### src/heater_pkg.sv
// Shared constants and types for the heater command and status register bank
package heater_pkg;

	// Holding register indices
	localparam logic [15:0] REG_PRIVILEGE    = 16'h0000;
	localparam logic [15:0] REG_NET_ADDR     = 16'h0010;
	localparam logic [15:0] REG_LINK_TIMEOUT = 16'h0025;
	localparam logic [15:0] REG_COMMAND      = 16'h0036;
	localparam logic [15:0] REG_STATE        = 16'h003c;
	localparam logic [15:0] REG_DIAG         = 16'h003d;
	localparam logic [15:0] REG_ERR_LOW      = 16'h003e;
	localparam logic [15:0] REG_ERR_HIGH     = 16'h003f;

	// Command codes
	localparam logic [15:0] CMD_STANDBY        = 16'h0002;
	localparam logic [15:0] CMD_SOFT_RESET     = 16'h0003;
	localparam logic [15:0] CMD_PING           = 16'h0004;
	localparam logic [15:0] CMD_CLEAR_ERRORS   = 16'h0009;
	localparam logic [15:0] CMD_RESTORE_CONFIG = 16'h000a;
	localparam logic [15:0] CMD_RESTORE_ALL    = 16'h000b;
	localparam logic [15:0] CMD_EXIT_STANDBY   = 16'h000c;
	localparam logic [15:0] CMD_ADDR_RESET     = 16'h0064;
	localparam logic [15:0] CMD_CANCEL_PING    = 16'h0065;

	// Privilege select values
	localparam logic [15:0] PRIV_ADVANCED = 16'h0123;
	localparam logic [15:0] PRIV_NORMAL   = 16'h0000;

	// Factory defaults and limits
	localparam logic [15:0] DEF_NET_ADDR     = 16'h00f6;
	localparam logic [15:0] DEF_LINK_TIMEOUT = 16'h003c;
	localparam logic [15:0] NET_ADDR_MIN     = 16'h0001;
	localparam logic [15:0] ZERO_WORD        = 16'h0000;

	// Operating state codes as read back
	localparam logic [15:0] CODE_NORMAL     = 16'h0000;
	localparam logic [15:0] CODE_LOCKED     = 16'h0001;
	localparam logic [15:0] CODE_STANDBY    = 16'h0002;
	localparam logic [15:0] CODE_FATAL      = 16'h0003;
	localparam logic [15:0] CODE_BOOTLOADER = 16'h0004;
	localparam logic [15:0] CODE_BOOT_FAULT = 16'h0005;
	localparam logic [15:0] CODE_DEBUGGING  = 16'h0063;

	// Implemented bits of each status word; the rest read zero
	localparam logic [15:0] DIAG_VALID_MASK     = 16'h67ff;
	localparam logic [15:0] ERR_LOW_VALID_MASK  = 16'hbfff;
	localparam logic [15:0] ERR_HIGH_VALID_MASK = 16'h9ebf;
	// Fatal events survive the clear-errors command
	localparam logic [15:0] ERR_LOW_FATAL_MASK  = 16'ha040;
	localparam logic [15:0] ERR_HIGH_FATAL_MASK = 16'h0004;

	// Ping indication length
	localparam int unsigned PING_TIME_S = 30;
	localparam int unsigned CLOCK_HZ    = 20_000_000;
	localparam int unsigned PING_CYCLES = PING_TIME_S * CLOCK_HZ;

	typedef enum logic [2:0] {
		ST_NORMAL,
		ST_LOCKED,
		ST_STANDBY,
		ST_FATAL,
		ST_BOOTLOADER,
		ST_BOOT_FAULT,
		ST_DEBUGGING
	} op_state_t;

	typedef struct packed {
		logic       rsvd_15;
		logic       ambient_alert;
		logic       ambient_warning;
		logic [1:0] rsvd_12_11;
		logic       control_relay_closed;
		logic       safety_relay_closed;
		logic       thermocouple_two_fault;
		logic       thermocouple_one_fault;
		logic       over_current;
		logic       under_current;
		logic       long_term_temp_condition;
		logic       adc_error;
		logic       high_temp_alert;
		logic       low_temp_alert;
		logic       safety_limit_alarm;
	} diag_t;

	typedef struct packed {
		logic missing_app_image;
		logic rsvd_14;
		logic app_load_error;
		logic heater_missing;
		logic mains_heater_mismatch;
		logic cold_junction_difference;
		logic thermocouple_difference;
		logic low_temp_alert;
		logic high_temp_alert;
		logic hw_fw_mismatch;
		logic safety_limit_alarm;
		logic thermocouple_two_fault;
		logic thermocouple_one_fault;
		logic safety_limit_channel_two;
		logic safety_limit_channel_one;
		logic at_temperature;
	} err_low_t;

	typedef struct packed {
		logic       ambient_warning;
		logic [1:0] rsvd_14_13;
		logic       relay_stuck_open;
		logic       relay_stuck_closed;
		logic       adc_error;
		logic       rail_5v_fault;
		logic       rsvd_8;
		logic       ambient_alert;
		logic       rsvd_6;
		logic       long_term_temp_event;
		logic       under_current;
		logic       prior_watchdog_reset;
		logic       nvm_checksum_error;
		logic       nvm_access_error;
		logic       over_current;
	} err_high_t;

endpackage

### src/ping_timer.sv
// One-shot timer that holds the ping indication for a fixed number of cycles
`timescale 1ns/100ps
module ping_timer #(
	parameter int unsigned CYCLES = heater_pkg::PING_CYCLES
) (
	// Clock and reset
	input  wire logic clock,
	input  wire logic rst_b,
	// Control
	input  wire logic start,
	input  wire logic cancel,
	// Status
	output logic      active
);
	localparam int W = $clog2(CYCLES + 1);

	logic [W-1:0] count_reg;
	logic [W-1:0] count_next;
	logic         active_reg;
	logic         active_next;

	always_comb begin
		count_next  = count_reg;
		active_next = active_reg;
		if (cancel) begin
			count_next  = '0;
			active_next = 1'b0;
		end else if (start) begin
			// A repeat start restarts the full sequence
			count_next  = W'(CYCLES - 1);
			active_next = 1'b1;
		end else if (active_reg) begin
			if (count_reg == '0) begin
				active_next = 1'b0;
			end else begin
				count_next = count_reg - 1'b1;
			end
		end
	end

	always_ff @(posedge clock or negedge rst_b) begin
		if (!rst_b) begin
			count_reg  <= '0;
			active_reg <= 1'b0;
		end else begin
			count_reg  <= count_next;
			active_reg <= active_next;
		end
	end

	assign active = active_reg;
endmodule

### src/heater_command_status_regs.sv
// Command decoder, privilege, state and status register bank of the heater controller
`timescale 1ns/100ps
// Contract
// - Code 2 enters standby, opening relays and stopping regulation.
// - Code 3 performs a software reset of the controller.
// - Code 4 starts a thirty second ping indication.
// - Code 9 (advanced) clears non-fatal errors and unlocks a locked device.
// - Code 10 (advanced) restores defaults except address, timeout and label.
// - Code 11 (advanced) restores all defaults including address and timeout.
// - Code 12 leaves standby and resumes regulation.
// - Code 100 (advanced) sets address 246 and timeout 60.
// - Code 101 ends an active ping at once, else nothing.
// - Diagnostic word at register 61, read-only, one means active.
// - Diagnostic bits 0 to 3: safety limit, low, high alert, converter.
// - Diagnostic bits 9 and 10 show safety and control relay closed.
// - Diagnostic bits 4 to 8, 13 and 14 as listed conditions.
// - Error word one at register 62, bits 0 to 5 as listed.
// - Error word one bits 6 to 10 as listed.
// - Error word one bits 11 to 13 and 15; bit 14 reserved.
// - Error word two at register 63, bits 0 to 5 as listed.
// - Error word two bits 7, 9 to 12 and 15 as listed.
// - Operating state at register 60 with codes 0 to 5 and 99.
// - Command register reads back zero always.
module heater_command_status_regs #(
	parameter int unsigned PING_CYCLES = heater_pkg::PING_CYCLES
) (
	// Clock and reset
	input  wire logic              clock,
	input  wire logic              rst_b,
	// Holding register access
	input  wire logic              reg_wr,
	input  wire logic              reg_rd,
	input  wire logic [15:0]       reg_addr,
	input  wire logic [15:0]       reg_wdata,
	output logic      [15:0]       reg_rdata,
	output logic                   reg_rdata_valid,
	// Live conditions and events
	input  wire heater_pkg::diag_t     diag_in,
	input  wire heater_pkg::err_low_t  err_low_evt,
	input  wire heater_pkg::err_high_t err_high_evt,
	input  wire logic              lock_req,
	input  wire logic              fatal_req,
	input  wire logic              boot_fault_req,
	input  wire logic              bootloader_req,
	input  wire logic              debug_req,
	// Controller outputs
	output logic                   regulation_on,
	output logic                   relays_allowed,
	output logic                   ping_active,
	output logic                   soft_reset_pulse,
	output logic                   restore_config_pulse,
	output logic                   restore_all_pulse,
	output logic                   advanced_level,
	output logic      [15:0]       network_address,
	output logic      [15:0]       link_timeout
);
	logic rst_meta_b;
	logic rst_sync_b;

	// Reset release through two flops
	always_ff @(posedge clock or negedge rst_b) begin
		if (!rst_b) begin
			rst_meta_b <= 1'b0;
			rst_sync_b <= 1'b0;
		end else begin
			rst_meta_b <= 1'b1;
			rst_sync_b <= rst_meta_b;
		end
	end

	heater_pkg::op_state_t state_reg;
	heater_pkg::op_state_t state_next;
	logic [15:0] priv_reg;
	logic [15:0] priv_next;
	logic [15:0] addr_reg;
	logic [15:0] addr_next;
	logic [15:0] timeout_reg;
	logic [15:0] timeout_next;
	logic [15:0] err_low_reg;
	logic [15:0] err_low_next;
	logic [15:0] err_high_reg;
	logic [15:0] err_high_next;
	logic [15:0] diag_reg;
	logic [15:0] diag_next;
	logic [15:0] rdata_reg;
	logic [15:0] rdata_next;
	logic        rvalid_reg;
	logic        rvalid_next;
	logic        run_reg;
	logic        run_next;
	logic        reset_p_reg;
	logic        cfg_p_reg;
	logic        all_p_reg;

	logic cmd_wr;
	logic adv;
	logic do_standby;
	logic do_reset;
	logic do_ping;
	logic do_clear;
	logic do_cfg;
	logic do_all;
	logic do_exit;
	logic do_addr;
	logic do_cancel;

	function automatic logic [15:0] state_code(heater_pkg::op_state_t s);
		unique case (s)
			heater_pkg::ST_NORMAL:     state_code = heater_pkg::CODE_NORMAL;
			heater_pkg::ST_LOCKED:     state_code = heater_pkg::CODE_LOCKED;
			heater_pkg::ST_STANDBY:    state_code = heater_pkg::CODE_STANDBY;
			heater_pkg::ST_FATAL:      state_code = heater_pkg::CODE_FATAL;
			heater_pkg::ST_BOOTLOADER: state_code = heater_pkg::CODE_BOOTLOADER;
			heater_pkg::ST_BOOT_FAULT: state_code = heater_pkg::CODE_BOOT_FAULT;
			heater_pkg::ST_DEBUGGING:  state_code = heater_pkg::CODE_DEBUGGING;
			default:                   state_code = heater_pkg::CODE_FATAL;
		endcase
	endfunction

	// Command decode
	always_comb begin
		cmd_wr     = reg_wr && (reg_addr == heater_pkg::REG_COMMAND);
		adv        = (priv_reg == heater_pkg::PRIV_ADVANCED);
		// Advanced codes need the raised level; anything else unlisted falls through
		do_standby = cmd_wr && (reg_wdata == heater_pkg::CMD_STANDBY);
		do_reset   = cmd_wr && (reg_wdata == heater_pkg::CMD_SOFT_RESET);
		do_ping    = cmd_wr && (reg_wdata == heater_pkg::CMD_PING);
		do_clear   = cmd_wr && adv && (reg_wdata == heater_pkg::CMD_CLEAR_ERRORS);
		do_cfg     = cmd_wr && adv && (reg_wdata == heater_pkg::CMD_RESTORE_CONFIG);
		do_all     = cmd_wr && adv && (reg_wdata == heater_pkg::CMD_RESTORE_ALL);
		do_exit    = cmd_wr && (reg_wdata == heater_pkg::CMD_EXIT_STANDBY);
		do_addr    = cmd_wr && adv && (reg_wdata == heater_pkg::CMD_ADDR_RESET);
		do_cancel  = cmd_wr && (reg_wdata == heater_pkg::CMD_CANCEL_PING);
	end

	ping_timer #(
		.CYCLES (PING_CYCLES)
	) u_ping (
		.clock  (clock),
		.rst_b  (rst_sync_b),
		.start  (do_ping),
		.cancel (do_cancel || do_reset),
		.active (ping_active)
	);

	// State, privilege and configuration
	always_comb begin
		state_next   = state_reg;
		priv_next    = priv_reg;
		addr_next    = addr_reg;
		timeout_next = timeout_reg;
		if (reg_wr && reg_addr == heater_pkg::REG_PRIVILEGE) begin
			if (reg_wdata == heater_pkg::PRIV_ADVANCED || reg_wdata == heater_pkg::PRIV_NORMAL) begin
				priv_next = reg_wdata;
			end
		end
		if (reg_wr && adv && reg_addr == heater_pkg::REG_NET_ADDR) begin
			// Out-of-range addresses would orphan the device, so they are dropped
			if (reg_wdata >= heater_pkg::NET_ADDR_MIN && reg_wdata <= heater_pkg::DEF_NET_ADDR) begin
				addr_next = reg_wdata;
			end
		end
		if (reg_wr && adv && reg_addr == heater_pkg::REG_LINK_TIMEOUT) begin
			timeout_next = reg_wdata;
		end
		if (do_all || do_addr) begin
			addr_next    = heater_pkg::DEF_NET_ADDR;
			timeout_next = heater_pkg::DEF_LINK_TIMEOUT;
		end
		if (do_all) begin
			priv_next = heater_pkg::PRIV_NORMAL;
		end
		unique case (state_reg)
			heater_pkg::ST_NORMAL: begin
				if (do_standby) begin
					state_next = heater_pkg::ST_STANDBY;
				end else if (lock_req) begin
					state_next = heater_pkg::ST_LOCKED;
				end else if (bootloader_req) begin
					state_next = heater_pkg::ST_BOOTLOADER;
				end else if (debug_req) begin
					state_next = heater_pkg::ST_DEBUGGING;
				end
			end
			heater_pkg::ST_LOCKED: begin
				if (do_clear) begin
					state_next = heater_pkg::ST_NORMAL;
				end
			end
			heater_pkg::ST_STANDBY: begin
				if (do_exit) begin
					state_next = heater_pkg::ST_NORMAL;
				end
			end
			heater_pkg::ST_DEBUGGING: begin
				if (!debug_req) begin
					state_next = heater_pkg::ST_NORMAL;
				end
			end
			heater_pkg::ST_BOOTLOADER, heater_pkg::ST_FATAL, heater_pkg::ST_BOOT_FAULT: begin
				state_next = state_reg;
			end
		endcase
		if (boot_fault_req) begin
			state_next = heater_pkg::ST_BOOT_FAULT;
		end else if (fatal_req) begin
			state_next = heater_pkg::ST_FATAL;
		end
		// Software reset reinitialises everything but the stored link settings
		if (do_reset) begin
			state_next = heater_pkg::ST_NORMAL;
			priv_next  = heater_pkg::PRIV_NORMAL;
		end
		run_next = (state_next == heater_pkg::ST_NORMAL) ||
			(state_next == heater_pkg::ST_DEBUGGING);
	end

	// Status words; a new event wins over a clear in the same cycle
	always_comb begin
		diag_next = diag_in & heater_pkg::DIAG_VALID_MASK;
		err_low_next  = err_low_reg;
		err_high_next = err_high_reg;
		if (do_clear) begin
			err_low_next  = err_low_reg & heater_pkg::ERR_LOW_FATAL_MASK;
			err_high_next = err_high_reg & heater_pkg::ERR_HIGH_FATAL_MASK;
		end
		if (do_reset) begin
			err_low_next  = '0;
			err_high_next = '0;
		end
		err_low_next  = err_low_next | (err_low_evt & heater_pkg::ERR_LOW_VALID_MASK);
		err_high_next = err_high_next | (err_high_evt & heater_pkg::ERR_HIGH_VALID_MASK);
	end

	// Read data
	always_comb begin
		rvalid_next = reg_rd;
		rdata_next  = rdata_reg;
		if (reg_rd) begin
			unique case (reg_addr)
				heater_pkg::REG_COMMAND:      rdata_next = heater_pkg::ZERO_WORD;
				heater_pkg::REG_STATE:        rdata_next = state_code(state_reg);
				heater_pkg::REG_DIAG:         rdata_next = diag_reg;
				heater_pkg::REG_ERR_LOW:      rdata_next = err_low_reg;
				heater_pkg::REG_ERR_HIGH:     rdata_next = err_high_reg;
				heater_pkg::REG_PRIVILEGE:    rdata_next = priv_reg;
				heater_pkg::REG_NET_ADDR:     rdata_next = addr_reg;
				heater_pkg::REG_LINK_TIMEOUT: rdata_next = timeout_reg;
				default:                      rdata_next = heater_pkg::ZERO_WORD;
			endcase
		end
	end

	always_ff @(posedge clock or negedge rst_sync_b) begin
		if (!rst_sync_b) begin
			state_reg    <= heater_pkg::ST_NORMAL;
			priv_reg     <= heater_pkg::PRIV_NORMAL;
			addr_reg     <= heater_pkg::DEF_NET_ADDR;
			timeout_reg  <= heater_pkg::DEF_LINK_TIMEOUT;
			err_low_reg  <= '0;
			err_high_reg <= '0;
			diag_reg     <= '0;
			rdata_reg    <= '0;
			rvalid_reg   <= 1'b0;
			run_reg      <= 1'b0;
			reset_p_reg  <= 1'b0;
			cfg_p_reg    <= 1'b0;
			all_p_reg    <= 1'b0;
		end else begin
			state_reg    <= state_next;
			priv_reg     <= priv_next;
			addr_reg     <= addr_next;
			timeout_reg  <= timeout_next;
			err_low_reg  <= err_low_next;
			err_high_reg <= err_high_next;
			diag_reg     <= diag_next;
			rdata_reg    <= rdata_next;
			rvalid_reg   <= rvalid_next;
			run_reg      <= run_next;
			reset_p_reg  <= do_reset;
			cfg_p_reg    <= do_cfg;
			all_p_reg    <= do_all;
		end
	end

	assign reg_rdata            = rdata_reg;
	assign reg_rdata_valid      = rvalid_reg;
	assign regulation_on        = run_reg;
	assign relays_allowed       = run_reg;
	assign soft_reset_pulse     = reset_p_reg;
	assign restore_config_pulse = cfg_p_reg;
	assign restore_all_pulse    = all_p_reg;
	assign advanced_level       = (priv_reg == heater_pkg::PRIV_ADVANCED);
	assign network_address      = addr_reg;
	assign link_timeout         = timeout_reg;
endmodule

### config.mk
export PLATFORM = sky130hd
export DESIGN_NAME = heater_command_status_regs
export DESIGN_NICKNAME = d
export VERILOG_FILES = /design/src/heater_pkg.sv /design/src/ping_timer.sv /design/src/heater_command_status_regs.sv
export SDC_FILE = /design/constraint.sdc
export NUM_CORES = 1
export LEC_CHECK = 0
export BUFFER_PORTS_ARGS = -buffer_cell sky130_fd_sc_hd__buf_2
export CORE_UTILIZATION = 42
export DETAILED_ROUTE_END_ITERATION = 16
export PLACE_DENSITY_LB_ADDON = 0.05
export SLEW_MARGIN = 20
export SYNTH_ARGS = -nofsm -noshare
export SYNTH_HDL_FRONTEND = slang
export SYNTH_SLANG_ARGS = --single-unit
### constraint.sdc
create_clock -name clock -period 10.8 [get_ports clock]
set_clock_uncertainty 0.15 [all_clocks]
set_input_delay 2.16 -clock clock [delete_from_list [all_inputs] [get_ports clock]]
set_output_delay 2.16 -clock clock [all_outputs]
set_load 0.05 [all_outputs]
# ---- Word-level counts from Yosys, hierarchy flattened
# Cells that the tools add are included.
dict set report classes {
  bitwise 2
  magnitude_cmp 2
  add_sub_neg 1
  n_div 0
  muxes 34
  n_shift 0
  reduce_logical 35
  multipliers 0
  eq_ne 26
}
# op count
set ops {}
lappend ops {{16-bit two-way mux} 12}
lappend ops {{30-bit two-way mux} 4}
lappend ops {{16-bit one-hot mux with 7 select lines} 1}
lappend ops {{16-bit by 6-bit equality test with 1-bit output (second input constant)} 6}
lappend ops {{16-bit by 4-bit equality test with 1-bit output (second input constant)} 4}
lappend ops {{7-bit one-hot mux with 6 select lines} 1}
lappend ops {{16-bit by 2-bit equality test with 1-bit output (second input constant)} 2}
lappend ops {{16-bit by 7-bit equality test with 1-bit output (second input constant)} 2}
lappend ops {{16-bit by 9-bit equality test with 1-bit output (second input constant)} 2}
lappend ops {{16-bit logical NOT} 2}
lappend ops {{16-bit bitwise OR} 2}
lappend ops {{30-bit logical NOT} 1}
lappend ops {{3-bit two-way mux} 10}
lappend ops {{30-bit by 1-bit subtractor with 30-bit output (second input constant)} 1}
lappend ops {{16-bit by 3-bit equality test with 1-bit output (second input constant)} 1}
lappend ops {{16-bit by 5-bit equality test with 1-bit output (second input constant)} 1}
lappend ops {{16-bit by 1-bit greater-or-equal comparator with 1-bit output (second input constant)} 1}
lappend ops {{16-bit by 8-bit <= comparator with 1-bit output (second input constant)} 1}
lappend ops {{1-bit logical AND} 16}
lappend ops {{15-bit two-way mux} 1}
lappend ops {{3-bit one-hot mux with 5 select lines} 1}
lappend ops {{3-bit equality test (second input constant)} 4}
lappend ops {{3-bit nonzero test} 3}
lappend ops {{3-bit by 2-bit equality test with 1-bit output (second input constant)} 2}
lappend ops {{other kinds (8)} 19}
dict set report word_totals {
  in_bits 89
  memories 0
  out_inout_bits 56
  mem_bits_ro 0
  latchBits 0
  ramBits 0
  wordCells 117
  register_bits 150
}

# ---- Logic depth before layout (Yosys ltp)
# Gate-level depths: netlist of run 1.
dict set report depth {
  ltp_word 11
  ltp_mapped 9
  depth_no_buf 8
}

# ---- Modules after synthesis
# A second synthesis of run 1 with hierarchy kept.
dict set report unflattened {
  hier_cells 690
  area_unflattened_um2 7124.3
}
# mod area_each_um2 n_inst seq_area_each_um2 cells_each
set modules_own_cells {}
lappend modules_own_cells {heater_command_status_regs 5353.9 1 2865.2 503}
lappend modules_own_cells {ping_timer 1770.4 1 775.7 187}

# ---- Worst setup path before layout of run 1
# OpenSTA, ideal clock, no wires.
dict set report synth_path {
  kind {in2reg}
  start {input reg_wdata[3]}
  end {register priv_reg[10]}
  setup_slack_ps 6491
  setup_ps 119
  n_path_buf 2
  path_stages 8
  arrival_ps 4040
  required_time_ps 10531
  cell_sequence {clkbuf_1 > or4b_1 > or4_1 > o22ai_1 > nand4b_1 > nor2b_1 > clkbuf_1 > and2_1}
}
dict set report synth_between {
  elab_chain_len 4
  word_cells_on_any_way 12
  cone_classes {eq/ne (3); mux (2); reduce/logical (7)}
}
# element line_no
set synth_lines {}
lappend synth_lines {{from (decl)} heater_command_status_regs.sv:34} ;# input wire logic [15:0] reg_wdata,
lappend synth_lines {{16-bit by 2-bit equality test with 1-bit output, or another cell as far along} heater_command_status_regs.sv:126} ;# do_reset = cmd_wr && (reg_wdata == heater_pkg::CMD_SOFT_RESET);
lappend synth_lines {{1-bit logical AND, or another cell as far along} heater_command_status_regs.sv:126}
lappend synth_lines {{3-bit nonzero test (no line) or 16-bit two-way mux (tied branches)} n/a}
lappend synth_lines {{2-bit AND reduction (no line) or 16-bit two-way mux (tied branches)} n/a}
lappend synth_lines {{to (signal assigned)} heater_command_status_regs.sv:257} ;# priv_reg <= heater_pkg::PRIV_NORMAL;
lappend synth_lines {{to (signal assigned)} heater_command_status_regs.sv:271} ;# priv_reg <= priv_next;
lappend synth_lines {{to (decl)} heater_command_status_regs.sv:73} ;# logic [15:0] priv_reg;
# Several ways; a longest one is shown, not always the timed one.
# A chain may end at the register's enable or synchronous reset.

# ---- Worst setup path in the final report of run 1
dict set report layout_path {
  start {input reg_wdata[9]}
  end {register u_ping.count_reg[9]}
}
dict set report layout_between {
  elab_chain_len 5
  word_cells_on_any_way 12
  cone_classes {eq/ne (4); mux (2); reduce/logical (6)}
}
# element line_no
set layout_lines {}
lappend layout_lines {{16-bit by 7-bit equality test with 1-bit output or 16-bit by 2-bit equality test with 1-bit output (tied branches)} {heater_command_status_regs.sv:133, heater_command_status_regs.sv:126}}
lappend layout_lines {{1-bit logical AND (on tied branches)} {heater_command_status_regs.sv:133, heater_command_status_regs.sv:126}}
lappend layout_lines {{1-bit logical OR} heater_command_status_regs.sv:142} ;# .cancel (do_cancel || do_reset),
lappend layout_lines {{3-bit by 2-bit inequality test with 1-bit output (no line) or 3-bit nonzero test (tied branches)} n/a}
lappend layout_lines {{2-bit AND reduction (no line)} n/a}
lappend layout_lines {{to (signal assigned)} ping_timer.sv:46} ;# count_reg <= count_next;
lappend layout_lines {{to (decl)} ping_timer.sv:17} ;# logic [W-1:0] count_reg;
# Several ways; a longest one is shown, not always the timed one.

==> flow_summary.ini, run 1 <==
[pwr]
sequentialPowerShare_pct = 46.9
p_clk_share_pct = 48.7
p_int_mw = 0.915
switching_share_pct = 22.7
p_comb_share_pct = 4.5
leakage_nw = 3.46
p_switching_mw = 0.268
peakVddDrop_mv = 0.107
power_density_nw_per_um2 = 144

[timing]
worst_pin_slew_ns = 1.07
rsz0062_at_grt = no
hold_violations = 0
setup_viol = 0
holdWs_ns = 0.204
setup_tns_ns = 0
clock.fmax_mhz = 205
relSlewSlack_pct = 28.0
min_period_over_period_pct = 45.2
layout_min_cycle_time_ns = 4.88
fin_ws_ns = 5.92
drv_slew = 0

[clocking]
post_cts_buffers = 0
clock_sinks = 145
cts_repair_resize_count = 0
cts.path.max_buffers = 2
cts_root_buf = clkbuf_16
cts-buffers-inserted = 17
insertion_delay_ns = 0.42
clk_pin_slew_ns = 0.06
cts_max_level = 4
cts_tree = yes
holdBufCountCts = 0

[grt]
grt_pass1_wl_mm = 29.4
antenna_found_initial = 3
grt_usage_pct = 23.8
grt_pass1_vias = 5386
grt_max_degree = 79
grt_overflow_total = 0

[setup_path]
cp_max_fo = 12
setup.worst_path.end_class = flop
required_ns = 10.91
arrival_ns = 4.99
critical_path_class = input port to flop
start_kind = input port
rr_worst_depth = 6

[synth]
ys.flop_type = dfrtp_1
yosys-top-cells-area = dfrtp_1, dfstp_2, a21o_1
synth_cell_types = 67
syn_inst = 631
synthTopCellsByCount = dfrtp_1, nand2_1, a21oi_1, nor2_1, a21o_1
avgSynthCellArea_um2 = 10.7
post-synth-top-count-cell = dfrtp_1
ys_warn_count = 0
syn_area_um2 = 6770
synth_seq_cells = 145
syn_nets = 721
ys_async_sr_fraction_pct = 100
ys_seq_area_share_pct = 53.8
yosys.area.top_type = dfrtp_1
synth_edf_count = 0
yosys.area.top_type_share_pct = 49.9

[flow_run]
max_cap_violations = 0

[floorplanning]
initial_utilization_pct = 42.8
rows = 46
ioPinCount = 145
dieArea_um2 = 16600
die_y_um = 129
dieWidth_um = 129
core_region_area_um2 = 15800

[route]
wl_per_cell_um = 18.9
via_per_inst = 5.50
drcViolationCount = 0
firstDrtPassIters = 5
drt.antenna.violating_nets = 0
via_count = 5405
drt_wl_total_mm = 18.6
drt_iter0_markers = 436

[final_layout]
area_growth_pct = 21.0
finalNetCount = 844
final_util_pct = 51.8
n_antenna_cell = 0
final_layout_size_suffix_gt1_share_pct = 27.9
largest_register_ffs = 30
post_layout_nonfiller_instances = 983
n_fill_cell = 1447

[run_status]
status = complete, no violations

[place]
pre_cts_ws_ns = 5.50
dp_cells = 951
port_buffers = 136
place_congestion = 0.889
dp_hpwl_mm = 13.5

[worst_hold_path]
whs_path_depth = 0
hold_class = flop to flop
final timing paths:
| kind | startpoint | end | slack (ns) |
|---|---|---|---|
| worst max-delay path | reg_wdata[9] | u_ping.count_reg[9] | 5.92 |
| worst min-delay path | rst_meta_b | rst_sync_b | 0.20 |
| worst max register to register | priv_reg[10] | err_low_reg[9] | 7.67 |
| worst min register to register | rst_meta_b | rst_sync_b | 0.20 |
| max in group asynchronous | rst_sync_b | network_address[3] | 8.73 |
| min in group asynchronous | rst_sync_b | state_reg[1] | 0.29 |
kinds of logic after synthesis:
family / Yosys count / share of synthesized area, %
and+or+nand+nor: 221 / 18.3
AOI/OAI and AO/OA: 150 / 15.5
DFF: 145 / 53.8
buffers and inverters: 54 / 3.29
muxes: 32 / 5.43
xor gates and xnor gates: 27 / 3.49
adders and majority gates: 1 / 0.185
other: 1 / 0.0554
area by class of cell:
| class | instances | area (um2) | area share, % |
|---|---|---|---|
| Inverter | 18 | 67.6 | 0.824 |
| Clock buffer | 20 | 447 | 5.45 |
| Multi-Input combinational cell | 432 | 2920 | 35.6 |
| Timing Repair Buffer | 140 | 711 | 8.67 |
| Tap cell | 216 | 270 | 3.30 |
| Clock inverter | 12 | 135 | 1.65 |
| Sequential cell | 145 | 3640 | 44.5 |
through the flow:
| step | total power [mW] | area, um2 |
|---|---|---|
| after global placement | 0.616 | 7610 |
| final | 1.18 | 8200 |
| after floorplan | 0.589 | 6770 |
| after global routing | 1.23 | 8200 |
| after detailed placement | 0.618 | 7610 |
| after CTS | 1.20 | 8190 |
power by group through the flow:
stage / logic [mW] / registers (mW) / clock network (mW)
6_report: 0.0529 / 0.554 / 0.576
5_1_grt: 0.0580 / 0.556 / 0.613
4_1_cts: 0.0533 / 0.555 / 0.587
3_5_place_dp: 0.0531 / 0.564 / 0
3_3_place_gp: 0.0519 / 0.564 / 0
2_1_floorplan: 0.0219 / 0.567 / 0
layout by cell type, fill, tap and decap left out, types with 6 or more instances in the layout:
cell / instances
buf_2: 136
dfrtp_1: 134
nand2_1: 45
nor2_1: 35
a21oi_1: 35
a21o_1: 29
nor3_1: 22
and2_1: 22
o21ai_0: 20
inv_1: 18
xnor2_1: 17
mux2_2: 17
clkbuf_16: 17
nor4_1: 16
nand3_1: 12
mux2i_1: 12
a22oi_1: 11
a222oi_1: 11
or3_1: 10
xor2_1: 10
dfstp_2: 10
nor2b_1: 9
o2bb2ai_1: 7
and3_1: 6
a31oi_1: 6
routing by layer:
| metal | part of all wire, % | track usage, % |
|---|---|---|
| met1 | 46 | 33.3 |
| met2 | 46 | 36.5 |
| met3 | 6.2 | 6.07 |
| met4 | 1.1 | 6.57 |
| met5 | 0.15 | 0 |
worst max-delay path, cell delays in order:
cell and delay [ns]:
buf_2 0.11, nor4_1 0.91, nand3_1 0.37, or3_1 0.49
a21oi_1 0.80, nor2_1 0.14
(Power assumes the default switching activity.)
==> run 2: changes to the inputs <==
- ABC_AREA: default -> 1
- clock period: 10.8 -> 4.75 ns (I/O delays scaled with it)
==> run 2 against run 1 <==
Net effect: area after synthesis rose by 14%; design area grew 12%; hold slack got worse by 0.064 ns; non-clock buffer count grew 7; count of clock-buffer cells in the layout is 2 lower; setup slack worse by 4.1 ns; sequential cell count unchanged.
==> flow_summary.ini, run 2 <==
[grt]
grt_overflow_total = 0
grt_max_degree = 80
grt_pass1_vias = 6440
grt_pass1_wl_mm = 34.4
antenna_found_initial = 0
grt_usage_pct = 24.2

[timing]
clock.fmax_mhz = 338
relSlewSlack_pct = 44.1
layout_min_cycle_time_ns = 2.96
drv_slew = 0
setup_tns_ns = 0
setup_viol = 0
rsz0062_at_grt = no
worst_pin_slew_ns = 0.838
hold_violations = 0
min_period_over_period_pct = 62.2

[final_layout]
final_layout_size_suffix_gt1_share_pct = 19.5
post_layout_nonfiller_instances = 1402
layout_common_cells = nand2_1, buf_2, dfrtp_1
n_fill_cell = 1850
layout_commonest_cell = nand2_1
finalNetCount = 1249
area_growth_pct = 18.8
multi_input_area_um2 = 3420
seq_area_um2 = 3640
largest_register_ffs = 30

[clocking]
cts-buffers-inserted = 17
cts_root_buf = clkbuf_16
insertion_delay_ns = 0.43
cts_tree = yes
post_cts_buffers = 0
clock_sinks = 145
holdBufCountCts = 0
cts_repair_resize_count = 0
cts.path.max_buffers = 2
cts_max_level = 4
clk_pin_slew_ns = 0.07

[synth]
yosys.area.top_type_share_pct = 43.6
post-synth-top-count-cell = nand2_1
ys.flop_type = dfrtp_1
ys_async_sr_fraction_pct = 100
syn_inst = 1024
ys_seq_area_share_pct = 47.0
syn_nets = 1114
synth_seq_cells = 145
synthTopCellsByCount = nand2_1, dfrtp_1, inv_1
ys_warn_count = 0
synth_cell_types = 48
yosys-top-cells-area = dfrtp_1, nand2_1, inv_1
yosys.area.top_type = dfrtp_1
avgSynthCellArea_um2 = 7.57
synth_edf_count = 0
syn_area_um2 = 7750

[place]
dp_hpwl_mm = 15.9
place_congestion = 0.854
port_buffers = 136
dp_cells = 1369

[pwr]
switching_share_pct = 25.3
p_int_mw = 1.97
p_comb_share_pct = 4.5
peakVddDrop_mv = 0.235
p_clk_share_pct = 47.9
power_density_nw_per_um2 = 287
sequentialPowerShare_pct = 47.7
p_switching_mw = 0.668
leakage_nw = 4.95

[setup_path]
critical_path_class = input port to flop
cp_max_fo = 28
required_ns = 4.96
arrival_ns = 3.17
regToRegSetupSlack_ns = 2.12
setup.worst_path.end_class = flop
start_kind = input port

[flow_run]
max_cap_violations = 0

[route]
drt_wl_total_mm = 21.7
drcViolationCount = 0
drt.antenna.violating_nets = 0
via_per_inst = 5.00
firstDrtPassIters = 5
wl_per_cell_um = 15.5
via_count = 7017
drt_iter0_markers = 522

[floorplanning]
dieArea_um2 = 19000
ioPinCount = 145
die_y_um = 138
initial_utilization_pct = 43.0
rows = 49
dieWidth_um = 138
core_region_area_um2 = 18000

[run_status]
status = complete, no violations

[worst_hold_path]
hold_class = input port to asynchronous set/reset pin
==> run 2: final cells by class <==
cell class / count / share of cell area, %
Antenna cell: 1 / 0.0272
Clock buffer: 18 / 4.66
Clock inverter: 14 / 1.30
Timing Repair Buffer: 147 / 8.43
Multi-Input combinational cell: 709 / 37.2
Inverter: 139 / 5.69
Tap cell: 229 / 3.11
Sequential cell: 145 / 39.6
==> run 2: power by group through the flow <==
stage                     clock network [mW]  logic [mW]  registers (mW)
final                                   1.26       0.118            1.26
after floorplan                            0      0.0471            1.29
after global placement                     0       0.119            1.28
after CTS                               1.29       0.119            1.26
after detailed placement                   0       0.119            1.28
after global routing                    1.34       0.132            1.26
==> run 2: critical path, stage by stage <==
cell and delay [ns]:
buf_2 0.09, nor2_1 0.09, nand2_1 0.09, nor2_4 0.10, buf_4 0.30, buf_4 0.38
nand2_1 0.26, o21ai_0 0.57, nor2_1 0.12, nand2_1 0.08, nand2_1 0.05, nand2_1 0.07
==> run 2: stage by stage <==
step	total power [mW]	worst slack (ns)	hold WS [ns]	util [%]	area, um2
floorplan	1.34	0.278	0.181	-	7750
global placement	1.40	1.41	0.187	48.0	8650
detailed placement	1.40	1.40	0.191	48.0	8650
CTS	2.67	1.84	0.123	51.1	9200
global route	2.73	1.60	0.121	51.1	9200
finish	2.64	1.79	0.140	51.1	9210
==> run 2: cell families after synthesis <==
family	after synthesis	share of synthesized area (%)
flip-flops	145	47.0
other	1	0.0484
buffers and inverters	170	8.83
adder cells (fa/ha/maj)	1	0.161
AO/OA/AOI/OAI	151	11.2
AND/OR/NAND/NOR	547	31.7
XOR/XNOR	9	1.02
==> run 2: path summary, 6_finish.rpt <==
kind                                   start            endpoint  cells past startpoint
worst max-delay path            reg_addr[15]       reg_rdata[15]                     12
worst min-delay path                   rst_b          rst_sync_b                      1
worst max register to register  priv_reg[13]  network_address[3]                     10
worst min register to register    rst_meta_b          rst_sync_b                      0
max in group asynchronous         rst_sync_b  network_address[7]                      1
min in group clock                rst_meta_b          rst_sync_b                      0
==> run 2: metal layers <==
layer | global-route usage [%] | part of all wire, % | up-vias
met5 | 0 | 0 | -
met4 | 4.89 | 0.86 | 0
met3 | 5.96 | 5.8 | 13
met2 | 36.0 | 43 | 180
met1 | 35.4 | 51 | 3252
li1 | - | - | 3572
